File: config.mk
export PLATFORM = sky130hd
export DESIGN_NAME = tec_top
export DESIGN_NICKNAME = d
export VERILOG_FILES = /design/src/verilog/tec_pkg.sv /design/src/verilog/tec_top.sv
export SDC_FILE = /design/constraint.sdc
export NUM_CORES = 1
export LEC_CHECK = 0
export BUFFER_PORTS_ARGS = -buffer_cell sky130_fd_sc_hd__buf_2
export CAP_MARGIN = 20
export CORE_MARGIN = 2
export CORE_UTILIZATION = 25
export DETAILED_ROUTE_END_ITERATION = 8
export SYNTH_ARGS = -nofsm -noshare
export SYNTH_HDL_FRONTEND = slang
export SYNTH_SLANG_ARGS = --single-unit
export TNS_END_PERCENT = 100
File: constraint.sdc
create_clock -name sys_clk -period 3.4 [get_ports sys_clk]
set_clock_uncertainty 0.05 [all_clocks]
set_input_delay 0.17 -clock sys_clk [delete_from_list [all_inputs] [get_ports sys_clk]]
set_output_delay 0.17 -clock sys_clk [all_outputs]
set_load 0.03 [all_outputs]
File: src/verilog/tec_pkg.sv
// Package for the dual timer/event counter block.
// It holds the register offsets, field positions, mode codes and reset values.
// It assumes a plain register port with a 3-bit address and 8-bit data.
package tec_pkg;

  // Register offsets on the plain register port.
  localparam logic [2:0] OFF_C8_VALUE   = 3'h0;
  localparam logic [2:0] OFF_C8_CTRL    = 3'h1;
  localparam logic [2:0] OFF_C16_LOW    = 3'h2;
  localparam logic [2:0] OFF_C16_HIGH   = 3'h3;
  localparam logic [2:0] OFF_C16_CTRL   = 3'h4;
  localparam logic [2:0] OFF_IRQ_CTRL   = 3'h5;

  // Control register fields.
  localparam int MODE_HI_BIT            = 7;
  localparam int MODE_LO_BIT            = 6;
  localparam int RUN_BIT                = 4;
  localparam int EDGE_BIT               = 3;

  // Interrupt control register fields.
  localparam int C8_FLAG_BIT            = 0;
  localparam int C16_FLAG_BIT           = 1;
  localparam int C8_IEN_BIT             = 2;
  localparam int C16_IEN_BIT            = 3;

  // Mode field codes.
  localparam logic [1:0] MODE_OFF       = 2'h0;
  localparam logic [1:0] MODE_EVENT     = 2'h1;
  localparam logic [1:0] MODE_TIMER     = 2'h2;
  localparam logic [1:0] MODE_PULSE     = 2'h3;

  // Reset values and the all-ones overflow values.
  localparam logic [7:0]  RST_BYTE      = 8'h00;
  localparam logic [15:0] RST_WORD      = 16'h0000;
  localparam logic [7:0]  C8_FULL       = 8'hff;
  localparam logic [15:0] C16_FULL      = 16'hffff;

  // Whole state of the block, registered in one place.
  typedef struct packed {
    logic [7:0]  cnt8;
    logic [7:0]  pre8;
    logic [7:0]  ctl8;
    logic [15:0] cnt16;
    logic [15:0] pre16;
    logic [7:0]  ctl16;
    logic [7:0]  low_buf;
    logic [1:0]  flags;
    logic [1:0]  ien;
    logic        act8;
    logic        act16;
    logic [2:0]  sync8;
    logic [2:0]  sync16;
    logic [7:0]  rdata;
    logic        irq;
    logic        wake;
  } tec_state_t;

endpackage : tec_pkg

File: src/verilog/tec_top.sv
// Dual timer/event counter: one 8-bit and one 16-bit up-counter with preload.
// Assumes input pins synchronous to sys_clk in timing only loosely; they are
// resynchronised here. Registers sit behind a plain strobe-based port.
//
// Functional notes
// - Two independent up-counters, one 8-bit wide and one 16-bit wide.
// - Control bits 7 and 6 form the mode field.
// - Mode 1,0 is timer mode, counting every system clock.
// - Mode 0,1 is event mode, counting transitions on the input pin.
// - Run bit 4 enables counting; clear holds the count.
// - Edge bit 3 low counts rising, high counts falling pin edges.
// - Passing all ones overflows: request flag, reload from preload, keep counting.
// - Preload write while stopped also loads the counter at once.
// - Preload write while running waits for the next overflow reload.
// - 16-bit low byte write goes only into the holding buffer.
// - High byte write also moves the holding buffer into the low byte.
// - High byte read latches the live low byte into the buffer.
// - Low byte read returns the buffer, not the live low byte.
// - Overflow wakes the device; interrupt request gated by its enable bit.
// - System clock counts in timer and pulse modes; pin only in event mode.
// - Mode 1,1 measures pulse width, counting clocks during the active level.
// - Pulse end clears the run bit; later edges ignored until set again.
// - Overflow sets the request flag whether enabled or not.
// - Counting pauses during a counter read or preload write.
`timescale 1ns/1ps
module tec_top (
  input  wire logic       sys_clk,
  input  wire logic       rst,
  input  wire logic [2:0] reg_addr,
  input  wire logic [7:0] reg_wdata,
  input  wire logic       reg_wr,
  input  wire logic       reg_rd,
  output logic      [7:0] reg_rdata,
  input  wire logic       counter8_input_pin,
  input  wire logic       counter16_input_pin,
  output logic            irq_req,
  output logic            wake_up
);

  tec_pkg::tec_state_t s_q;
  tec_pkg::tec_state_t s_d;

  // Decides one cycle of counting. Result is {count, active next, clear run}.
  function automatic logic [2:0] tick(input logic [7:0] ctl, input logic active,
                                      input logic rise, input logic fall);
    logic [1:0] mode;
    logic       esel;
    logic       start;
    logic       back;
    mode  = {ctl[tec_pkg::MODE_HI_BIT], ctl[tec_pkg::MODE_LO_BIT]};
    esel  = ctl[tec_pkg::EDGE_BIT];
    start = esel ? rise : fall;
    back  = esel ? fall : rise;
    tick  = 3'h0;
    if (!ctl[tec_pkg::RUN_BIT]) begin
      tick = 3'h0;
    end else begin
      case (mode)
        tec_pkg::MODE_TIMER: tick = 3'h4;
        tec_pkg::MODE_EVENT: tick = {(esel ? fall : rise), 2'h0};
        tec_pkg::MODE_PULSE: begin
          // The pin only gates the system clock here, so the pin edges start and stop it.
          if (!active) begin
            tick = {1'b0, start, 1'b0};
          end else if (back) begin
            tick = 3'h1;
          end else begin
            tick = 3'h6;
          end
        end
        default: tick = 3'h0;
      endcase
    end
  endfunction : tick

  // Next-state logic for both counters and the register port.
  always_comb begin
    logic [2:0] t8;
    logic [2:0] t16;
    logic       hold8;
    logic       hold16;
    logic       ovf8;
    logic       ovf16;
    logic       wr8;
    logic       wr16;
    t8     = 3'h0;
    t16    = 3'h0;
    hold8  = 1'b0;
    hold16 = 1'b0;
    ovf8   = 1'b0;
    ovf16  = 1'b0;
    wr8    = 1'b0;
    wr16   = 1'b0;
    s_d    = s_q;

    // Only the second and third stages feed the edge detector.
    s_d.sync8  = {s_q.sync8[1:0], counter8_input_pin};
    s_d.sync16 = {s_q.sync16[1:0], counter16_input_pin};

    t8  = tick(s_q.ctl8, s_q.act8, s_q.sync8[1] & ~s_q.sync8[2],
               ~s_q.sync8[1] & s_q.sync8[2]);
    t16 = tick(s_q.ctl16, s_q.act16, s_q.sync16[1] & ~s_q.sync16[2],
               ~s_q.sync16[1] & s_q.sync16[2]);

    // A read or preload write of a counter costs it one count, as the hardware it mirrors does.
    hold8  = (reg_rd || reg_wr) && (reg_addr == tec_pkg::OFF_C8_VALUE);
    hold16 = (reg_rd || reg_wr) && (reg_addr == tec_pkg::OFF_C16_HIGH
                                    || reg_addr == tec_pkg::OFF_C16_LOW);

    // Counting with overflow reload.
    if (t8[2] && !hold8) begin
      if (s_q.cnt8 == tec_pkg::C8_FULL) begin
        s_d.cnt8 = s_q.pre8;
        ovf8     = 1'b1;
      end else begin
        s_d.cnt8 = s_q.cnt8 + 8'h01;
      end
    end
    if (t16[2] && !hold16) begin
      if (s_q.cnt16 == tec_pkg::C16_FULL) begin
        s_d.cnt16 = s_q.pre16;
        ovf16     = 1'b1;
      end else begin
        s_d.cnt16 = s_q.cnt16 + 16'h0001;
      end
    end
    s_d.act8  = t8[1];
    s_d.act16 = t16[1];
    if (t8[0]) begin
      s_d.ctl8[tec_pkg::RUN_BIT] = 1'b0;
    end
    if (t16[0]) begin
      s_d.ctl16[tec_pkg::RUN_BIT] = 1'b0;
    end

    // Register writes; a control write by software wins over the automatic stop.
    if (reg_wr) begin
      if (reg_addr == tec_pkg::OFF_C8_VALUE) begin
        s_d.pre8 = reg_wdata;
        wr8      = 1'b1;
      end else if (reg_addr == tec_pkg::OFF_C8_CTRL) begin
        s_d.ctl8 = reg_wdata;
        s_d.act8 = 1'b0;
      end else if (reg_addr == tec_pkg::OFF_C16_LOW) begin
        s_d.low_buf = reg_wdata;
      end else if (reg_addr == tec_pkg::OFF_C16_HIGH) begin
        s_d.pre16 = {reg_wdata, s_q.low_buf};
        wr16      = 1'b1;
      end else if (reg_addr == tec_pkg::OFF_C16_CTRL) begin
        s_d.ctl16 = reg_wdata;
        s_d.act16 = 1'b0;
      end else if (reg_addr == tec_pkg::OFF_IRQ_CTRL) begin
        s_d.flags = {reg_wdata[tec_pkg::C16_FLAG_BIT], reg_wdata[tec_pkg::C8_FLAG_BIT]};
        s_d.ien   = {reg_wdata[tec_pkg::C16_IEN_BIT], reg_wdata[tec_pkg::C8_IEN_BIT]};
      end
    end
    if (wr8 && !s_q.ctl8[tec_pkg::RUN_BIT]) begin
      s_d.cnt8 = reg_wdata;
    end
    if (wr16 && !s_q.ctl16[tec_pkg::RUN_BIT]) begin
      s_d.cnt16 = {reg_wdata, s_q.low_buf};
    end

    // Overflow sets its flag even when disabled; the set wins over a clearing write.
    if (ovf8) begin
      s_d.flags[0] = 1'b1;
    end
    if (ovf16) begin
      s_d.flags[1] = 1'b1;
    end

    // Read data, valid in the cycle after the strobe only.
    s_d.rdata = tec_pkg::RST_BYTE;
    if (reg_rd) begin
      if (reg_addr == tec_pkg::OFF_C8_VALUE) begin
        s_d.rdata = s_q.cnt8;
      end else if (reg_addr == tec_pkg::OFF_C8_CTRL) begin
        s_d.rdata = s_q.ctl8;
      end else if (reg_addr == tec_pkg::OFF_C16_LOW) begin
        s_d.rdata = s_q.low_buf;
      end else if (reg_addr == tec_pkg::OFF_C16_HIGH) begin
        s_d.rdata   = s_q.cnt16[15:8];
        s_d.low_buf = s_q.cnt16[7:0];
      end else if (reg_addr == tec_pkg::OFF_C16_CTRL) begin
        s_d.rdata = s_q.ctl16;
      end else if (reg_addr == tec_pkg::OFF_IRQ_CTRL) begin
        s_d.rdata = {4'h0, s_q.ien, s_q.flags};
      end
    end

    // Wake pulses on any overflow; the request is gated by its enable.
    s_d.wake = ovf8 | ovf16;
    s_d.irq  = |(s_d.flags & s_d.ien);
  end

  // State register with synchronous reset.
  always_ff @(posedge sys_clk) begin
    if (rst) begin
      s_q <= '{cnt8: tec_pkg::RST_BYTE, pre8: tec_pkg::RST_BYTE, ctl8: tec_pkg::RST_BYTE,
               cnt16: tec_pkg::RST_WORD, pre16: tec_pkg::RST_WORD,
               ctl16: tec_pkg::RST_BYTE, low_buf: tec_pkg::RST_BYTE,
               flags: 2'h0, ien: 2'h0, act8: 1'b0, act16: 1'b0,
               sync8: 3'h0, sync16: 3'h0, rdata: tec_pkg::RST_BYTE,
               irq: 1'b0, wake: 1'b0};
    end else begin
      s_q <= s_d;
    end
  end

  assign reg_rdata = s_q.rdata; // Straight from the flop.
  assign irq_req   = s_q.irq;
  assign wake_up   = s_q.wake;

endmodule : tec_top
==> out/qor.yml, run 1 <==
run_status:
  status: "completed"
global_routing:
  antenna_found_initial: 0
  grtUsageMet1_pct: 18.5
  groute.usage.overall_pct: 13.7
  grt_busiest_layer: "met2"
  grt_use_met2_pct: 22.2
  grt_max_degree: 52
  gr-total-overflow: 0
  grtUsageMet3_pct: 2.77
  grt_pass1_vias: 3917
  grt_first_pass_wirelength_um: 21700
layout:
  fillers: 2035
  nNetsFinal: 610
  seq_area_um2: 1880
  drive_above_1_share_pct: 11.4
  multi_input_area_um2: 2610
  finalInstanceArea_um2: 5280
  post-route-util_pct: 28.2
  area_growth_pct: 11.0
  diodes: 0
  fin_cells: 830
logic_synthesis:
  ys_types: 60
  synthesis.nets: 613
  synth_warnings: 0
  netlist_area_um2: 4750
  synthArstFlopShare_pct: 0
  synth.avg_cell_area_um2: 8.00
  synth-seq-cells: 94
  yosysSeqAreaShare_pct: 39.6
  synth_edf_count: 0
  synth_ff_type: "dfxtp_1"
  synth_cells: 594
sta:
  slew-limit-headroom_pct: 56.4
  drv_slew: 0
  final.setup.tns_ns: 0
  worst_pin_slew_ns: 0.652
  rsz0062_at_grt: "no"
  hold_viol_final: 0
  timing.final.crit_period_ns: 2.23
  fmax_mhz: 448
  fin_crit_sh_pct: 65.7
  final-setup-viol-count: 0
critical_path:
  endpoint_kind: "register"
  cp_top_family: "simple AND/OR/NAND/NOR gates"
  cpPeakStageDelay_ns: 0.60
  crit_buf_inv: 0
  critPathSlowestCell: "and2_1"
  path_class: "register to register"
  cp_cell_sequence: "ha_1 -> nand4_1 -> nor3_2 -> and2_1 -> mux2i_1 -> o22ai_1"
  critical_path.max_fanout: 15
  cp-start-kind: "register"
  cp.required_ns: 3.56
  cp_data_arrival_time_ns: 2.39
  r2r_slack_ns: 1.17
job:
  maxCapViolations: 0
clock_tree:
  clk_latency_ns: 0.34
  ctsResizeCount: 0
  cts.sinks: 94
  cts-root-buf: "clkbuf_16"
  clk_transition_reported_paths_ns: 0.07
  tritoncts: "yes"
  cts_max_path_buffers: 2
  cts_setup_buffers: 0
  cts_buffers: 9
  cts_hold_buf: 2
  htree_num_levels: 3
pwr:
  cellLeakagePower_nw: 1.78
  total_power_mw: 2.24
  vdd_ir_drop_max_uv: 264
  power_density_nw_per_um2: 425
route:
  wl_per_cell_um: 16.5
  drt_iter0_markers: 311
  drc: 0
  ant_nets: 0
  vias: 4226
  vias_per_cell: 5.09
  dr.pass1.iters: 5
  wl_um: 13700
placement:
  place_inst: 811
  gp_congestion: 0.839
  dp_hpwl_um: 9450
  placed_area_um2: 4980
  port_buffers: 26
die:
  start_util_pct: 25.4
  io_pins: 27
  fp-row-count: 50
  fp.dieW_um: 142
  dieArea_um2: 20100
  design.core.area_um2: 18700
  die_height_um: 142
worst_hold_path:
  hp-class: "primary input to register"
==> tightest hold or removal path, stage by stage <==
cell	delay [ns]
buf_2	0.18
nand2_1	0.08
a21oi_1	0.05
==> layout by cell type, fill, tap and decap left out, types with 4 or more instances in the layout <==
cell type  instances
and3_1            11
clkbuf_16          9
dfxtp_1           94
nor3_1             5
o22ai_1           17
nor2_1            28
xnor2_1            4
buf_2             26
xor2_1             6
and2_1            12
mux2_2             9
nand2b_1           7
nor4_1             4
nand2_1          120
a21oi_1           72
nand3_1           17
nand3b_1           4
inv_1              8
o21ai_0            8
nor2b_1           11
mux2i_1           18
a22oi_1           19
a31oi_1           11
clkbuf_1           5
a211oi_1          10
nand4_1            5
o211ai_1           6
buf_4              6
==> final timing paths <==
check,from,to,cells after the start
worst max-delay path,s_q[54],s_q[69],6
worst min-delay path,reg_wdata[5],s_q[83],3
worst max register to register,s_q[54],s_q[69],6
worst min register to register,s_d[14],s_d[15],1
==> Yosys cell counts (12+ instances only) <==
master | count | area, um2
and2_1 | 12 | 75.1
clkbuf_1 | 25 | 93.8
dfxtp_1 | 94 | 1880
a21oi_1 | 72 | 360
nor2_1 | 28 | 105
mux2i_1 | 18 | 180
nand2_1 | 120 | 450
nand3_1 | 17 | 85.1
a22oi_1 | 19 | 143
o22ai_1 | 17 | 106
==> area by class of cell <==
| cell class | instances | area share, % |
|---|---|---|
| inverters | 8 | 0.569 |
| well taps | 234 | 5.55 |
| repair buffers | 35 | 3.84 |
| clock inverters | 1 | 0.0949 |
| flip-flops and latches | 94 | 35.7 |
| clock buffers | 15 | 4.89 |
| multi-input cells | 443 | 49.4 |
==> layer usage <==
| layer | routed length [um] | vias up |
|---|---|---|
| met2 | 6370 | 95 |
| met3 | 585 | 29 |
| met4 | 301 | 0 |
| met1 | 6400 | 2011 |
| met5 | 0 | - |
| li1 | - | 2091 |
==> flip-flops by register name, indices dropped and copies added (netlist names) <==
signal and cells:
irq_req 1, reg_rdata 8, s_d 4, s_q 80
wake_up 1
==> power by group <==
part	total (mW)	switching, mW	leakage [nW]	internal, mW
Sequential	1.15	0.0285	0.761	1.12
Combinational	0.160	0.106	0.887	0.0544
Clock	0.926	0.409	0.128	0.517
Total	2.24	0.543	1.78	1.70
==> cells by family (layout without fill, tap and decap cells) <==
group | Yosys count | count (layout) | synth area share, %
flops | 94 | 94 | 39.6
xor+xnor | 10 | 10 | 1.84
compound gates | 158 | 158 | 21.0
mux | 27 | 27 | 5.92
fa+ha+maj | 2 | 2 | 0.527
simple gates | 246 | 246 | 25.5
buf+inv | 57 | 59 | 5.58
==> stage by stage <==
stage	hold WS [ns]	setup WS, ns
after floorplan	0.248	1.58
after global placement	0.333	1.15
after detailed placement	0.336	1.14
after CTS	0.128	1.20
after global routing	0.153	0.929
final	0.139	1.17
Note: power is estimated with default switching activity, not from simulation.
==> run 2: changes to the inputs <==
clock period = 2 ns   (was 3.4 ns; I/O delays follow)
==> out/qor.yml, run 2 (synthesized netlist as in run 1, its figures left out) <==
die:
  dieArea_um2: 20100
  fp.dieW_um: 142
  io_pins: 27
  start_util_pct: 25.4
  design.core.area_um2: 18700
  fp-row-count: 50
  die_height_um: 142
global_routing:
  gr-total-overflow: 0
  groute.usage.overall_pct: 14.9
  grt_max_degree: 26
  grt_pass1_vias: 4125
  antenna_found_initial: 0
  grt_first_pass_wirelength_um: 22900
layout:
  drive_above_1_share_pct: 18.8
  layout_common_cells: "nand2_1, dfxtp_1, a21oi_1, buf_4, nor2_1"
  post-route-util_pct: 30.4
  nNetsFinal: 658
  top_register: "s_q"
  largest_reg_flops: 80
  area_growth_pct: 19.6
  diodes: 0
  mostFrequentLayoutCell: "nand2_1"
  finalInstanceArea_um2: 5690
clock_tree:
  htree_num_levels: 3
  cts_buffers: 9
  cts_setup_buffers: 0
  cts_max_path_buffers: 2
  clk_transition_reported_paths_ns: 0.07
  ctsResizeCount: 0
  cts-root-buf: "clkbuf_16"
  tritoncts: "yes"
  cts.sinks: 94
  cts_hold_buf: 2
  clk_latency_ns: 0.36
pwr:
  vdd_ir_drop_max_uv: 437
  power_density_nw_per_um2: 707
  cellLeakagePower_nw: 2.05
  total_power_mw: 4.02
sta:
  fin_crit_sh_pct: 97.3
  hold_viol_final: 0
  fmax_mhz: 514
  worst_pin_slew_ns: 0.563
  slew-limit-headroom_pct: 62.3
  drv_slew: 0
  final-setup-viol-count: 0
  layout_setup_ws_ns: 0.0541
  final.setup.tns_ns: 0
  timing.final.crit_period_ns: 1.95
  rsz0062_at_grt: "no"
critical_path:
  cp-start-kind: "register"
  cp.required_ns: 2.17
  cp_data_arrival_time_ns: 2.12
  path_class: "register to register"
  cp_cell_sequence: "or3b_4 -> and4_4 -> o311a_4 -> nand2b_1 -> buf_4 -> o22ai_1"
  critical_path.max_fanout: 9
  critPathSlowestCell: "or3b_4"
  cpPeakStageDelay_ns: 0.40
  endpoint_kind: "register"
worst_hold_path:
  hp-class: "primary input to register"
placement:
  port_buffers: 26
  dp_hpwl_um: 10300
  gp_congestion: 0.909
  placed_area_um2: 5370
  dp_slack_ns: 0.0679
route:
  wl_per_cell_um: 16.5
  ant_nets: 0
  vias_per_cell: 5.03
  vias: 4412
  dr.pass1.iters: 7
  drt_iter0_markers: 394
  drc: 0
  wl_um: 14500
run_status:
  status: "completed"
job:
  maxCapViolations: 0
## run 2: cell types whose count changed in the layout (fill, tap and decap cells not counted)
cell	delta
buf_4	+48
clkbuf_1	-5
bufinv_16	+1
clkinv_2	+2
clkinv_4	+1
clkbuf_4	-1
clkinvlp_4	+1
buf_12	+1
## run 2: worst paths after layout
| kind | slack (ns) | to | startpoint | cells after the start |
|---|---|---|---|---|
| worst max register to register | 0.05 | s_q[58] | s_d[12] | 6 |
| worst min-delay path | 0.05 | s_q[83] | reg_wdata[5] | 3 |
| worst min register to register | 0.39 | s_d[15] | s_d[14] | 1 |
| worst max-delay path | 0.05 | s_q[58] | s_d[12] | 6 |
## run 2: critical path, delay by kind of cell (launching register included)
| family | cells | cell delay (ns) |
|---|---|---|
| DFF | 1 | 0.35 |
| buffers and inverters | 1 | 0.18 |
| and+or+nand+nor | 3 | 0.75 |
| AOI/OAI and AO/OA | 2 | 0.48 |
## run 2: per-stage QoR
step / hold slack (ns) / instances
CTS: 0.0369 / 878
global route: 0.0512 / 878
finish: 0.0464 / 878
global placement: 0.276 / 860
floorplan: 0.178 / 594
detailed placement: 0.275 / 860
## run 2: cell type report
class	instances	area [um2]
inverter	8	30.0
clock buffer	10	239
timing repair buffer	83	576
sequential	94	1880
fill	1990	13000
tap	234	293
multi-input combinational	443	2610
clock inverter	6	61.3
## run 2: metal layers
metal / share of wire (%) / up-vias / track usage, %
met5: 0 / - / 0
met4: 2.1 / 0 / 6.32
met3: 3.9 / 23 / 2.50
met2: 47 / 104 / 23.5
met1: 47 / 2095 / 20.1
li1: - / 2190 / -
## run 2: power by group
part | switching [mW] | leakage (nW) | internal (mW) | total, mW
Sequential | 0.0380 | 0.761 | 1.91 | 1.95
Combinational | 0.194 | 1.14 | 0.113 | 0.308
Clock | 0.765 | 0.148 | 0.999 | 1.76
Total | 0.997 | 2.05 | 3.02 | 4.02
==> run 3: changes to the inputs <==
CORE_ASPECT_RATIO = 0.7   (was not set)
==> out/qor.yml, run 3 (synthesized netlist as in run 1, its figures left out) <==
layout:
  largest_reg_flops: 80
  fin_cells: 889
  fillers: 1946
  nNetsFinal: 661
  finalInstanceArea_um2: 5780
  layout_common_cells: "nand2_1, dfxtp_1, a21oi_1, buf_4, nor2_1"
  area_growth_pct: 21.7
  drive_above_1_share_pct: 20.2
  mostFrequentLayoutCell: "nand2_1"
  diodes: 0
  top_register: "s_q"
  post-route-util_pct: 30.8
job:
  maxCapViolations: 0
global_routing:
  groute.usage.overall_pct: 15.4
  grt_pass1_vias: 4222
  gr-total-overflow: 0
  antenna_found_initial: 0
  grt_max_degree: 28
  grt_first_pass_wirelength_um: 24000
placement:
  dp_slack_ns: 0.0827
  gp_congestion: 0.895
  dp_hpwl_um: 10700
  placed_area_um2: 5410
  place_inst: 869
  port_buffers: 26
run_status:
  status: "completed"
sta:
  drv_slew: 0
  worst_pin_slew_ns: 0.589
  fmax_mhz: 517
  hold_viol_final: 0
  final.setup.tns_ns: 0
  layout_setup_ws_ns: 0.0671
  fin_crit_sh_pct: 96.6
  timing.final.crit_period_ns: 1.93
  slew-limit-headroom_pct: 60.6
  hold-worst-slack_ns: 0.0702
  final-setup-viol-count: 0
pwr:
  switchingPower_mw: 1.02
  p_comb_share_pct: 8.2
  cellLeakagePower_nw: 2.09
  internal_power_mw: 2.92
  seqPwrFrac_pct: 49.5
  power_density_nw_per_um2: 682
  clock_power_share_pct: 42.3
  swShare_pct: 26.0
  vdd_ir_drop_max_uv: 410
  total_power_mw: 3.94
die:
  die_height_um: 119
  design.core.area_um2: 18800
  fp.dieW_um: 169
  dieArea_um2: 20100
  fp-row-count: 42
  io_pins: 27
  start_util_pct: 25.3
critical_path:
  cp-start-kind: "register"
  path_class: "register to register"
  reg2reg_depth: 6
  timing.rr.end: "s_q[54]"
  cp_data_arrival_time_ns: 2.15
  cp.required_ns: 2.22
  critical_path.max_fanout: 9
  endpoint_kind: "register"
  rr_startpoint: "s_q[12]"
  r2r_slack_ns: 0.07
route:
  wl_per_cell_um: 16.9
  wl_um: 15000
  drc: 0
  vias_per_cell: 5.12
  drt_iter0_markers: 492
  dr.pass1.iters: 5
  ant_nets: 0
  vias: 4555
clock_tree:
  tritoncts: "yes"
  clk_latency_ns: 0.35
  clk_transition_reported_paths_ns: 0.07
  cts.sinks: 94
  cts_max_path_buffers: 2
  cts-root-buf: "clkbuf_16"
  htree_num_levels: 3
  cts_buffers: 9
worst_hold_path:
  hp-class: "primary input to register"
  holdPathStages: 3
  min_to: "s_q[76]"
  worstHoldStart: "reg_wdata[6]"
==> run 3: cell type report <==
class / count / area (um2) / area share, %
Sequential cell: 94 / 1890 / 32.6
Inverter: 8 / 30.0 / 0.519
Multi-Input combinational cell: 443 / 2650 / 45.8
Tap cell: 242 / 303 / 5.24
Clock inverter: 6 / 43.8 / 0.757
Clock buffer: 10 / 239 / 4.13
Timing Repair Buffer: 86 / 636 / 11.0
==> run 3: repair_timing <==
item                                    CTS  global route
endpoints found under the setup margin    0            14
buffers inserted                          0             2
resized for setup                         0            10
endpoints found under the hold margin     2             0
hold buffers                              2             0
==> run 3: power by group through the flow <==
stage / registers (mW) / clock network, mW / logic, mW
after floorplan: 1.98 / 0 / 0.197
after global placement: 1.99 / 0 / 0.312
after CTS: 1.95 / 1.69 / 0.319
final: 1.95 / 1.67 / 0.323
after detailed placement: 1.99 / 0 / 0.315
after global routing: 1.96 / 1.77 / 0.356
==> run 3: routing by layer <==
metal	global-route usage [%]	vias to the layer above	share of wire, %
met4	3.07	0	0.74
met2	20.2	184	39
li1	-	2195	-
met1	24.6	2162	51
met5	0	-	0
met3	3.79	14	8.6
==> run 3: worst max-delay path by stage <==
| stage | to | from | cells past startpoint |
|---|---|---|---|
| after floorplan | s_q[69] | s_q[54] | 8 |
| after global placement | s_q[63] | s_q[12] | 6 |
| after detailed placement | s_q[65] | s_q[12] | 6 |
| after CTS | s_q[62] | s_q[12] | 6 |
| after global routing | s_q[59] | s_q[55] | 8 |
| final | s_q[54] | s_q[12] | 6 |
==> run 3: critical path, stage by stage (launching register included) <==
cell and delay [ns]:
dfxtp_2 0.33, or3b_4 0.39, and4_4 0.22, o311a_4 0.39, nor2_4 0.20, a22oi_1 0.11
o22ai_1 0.16
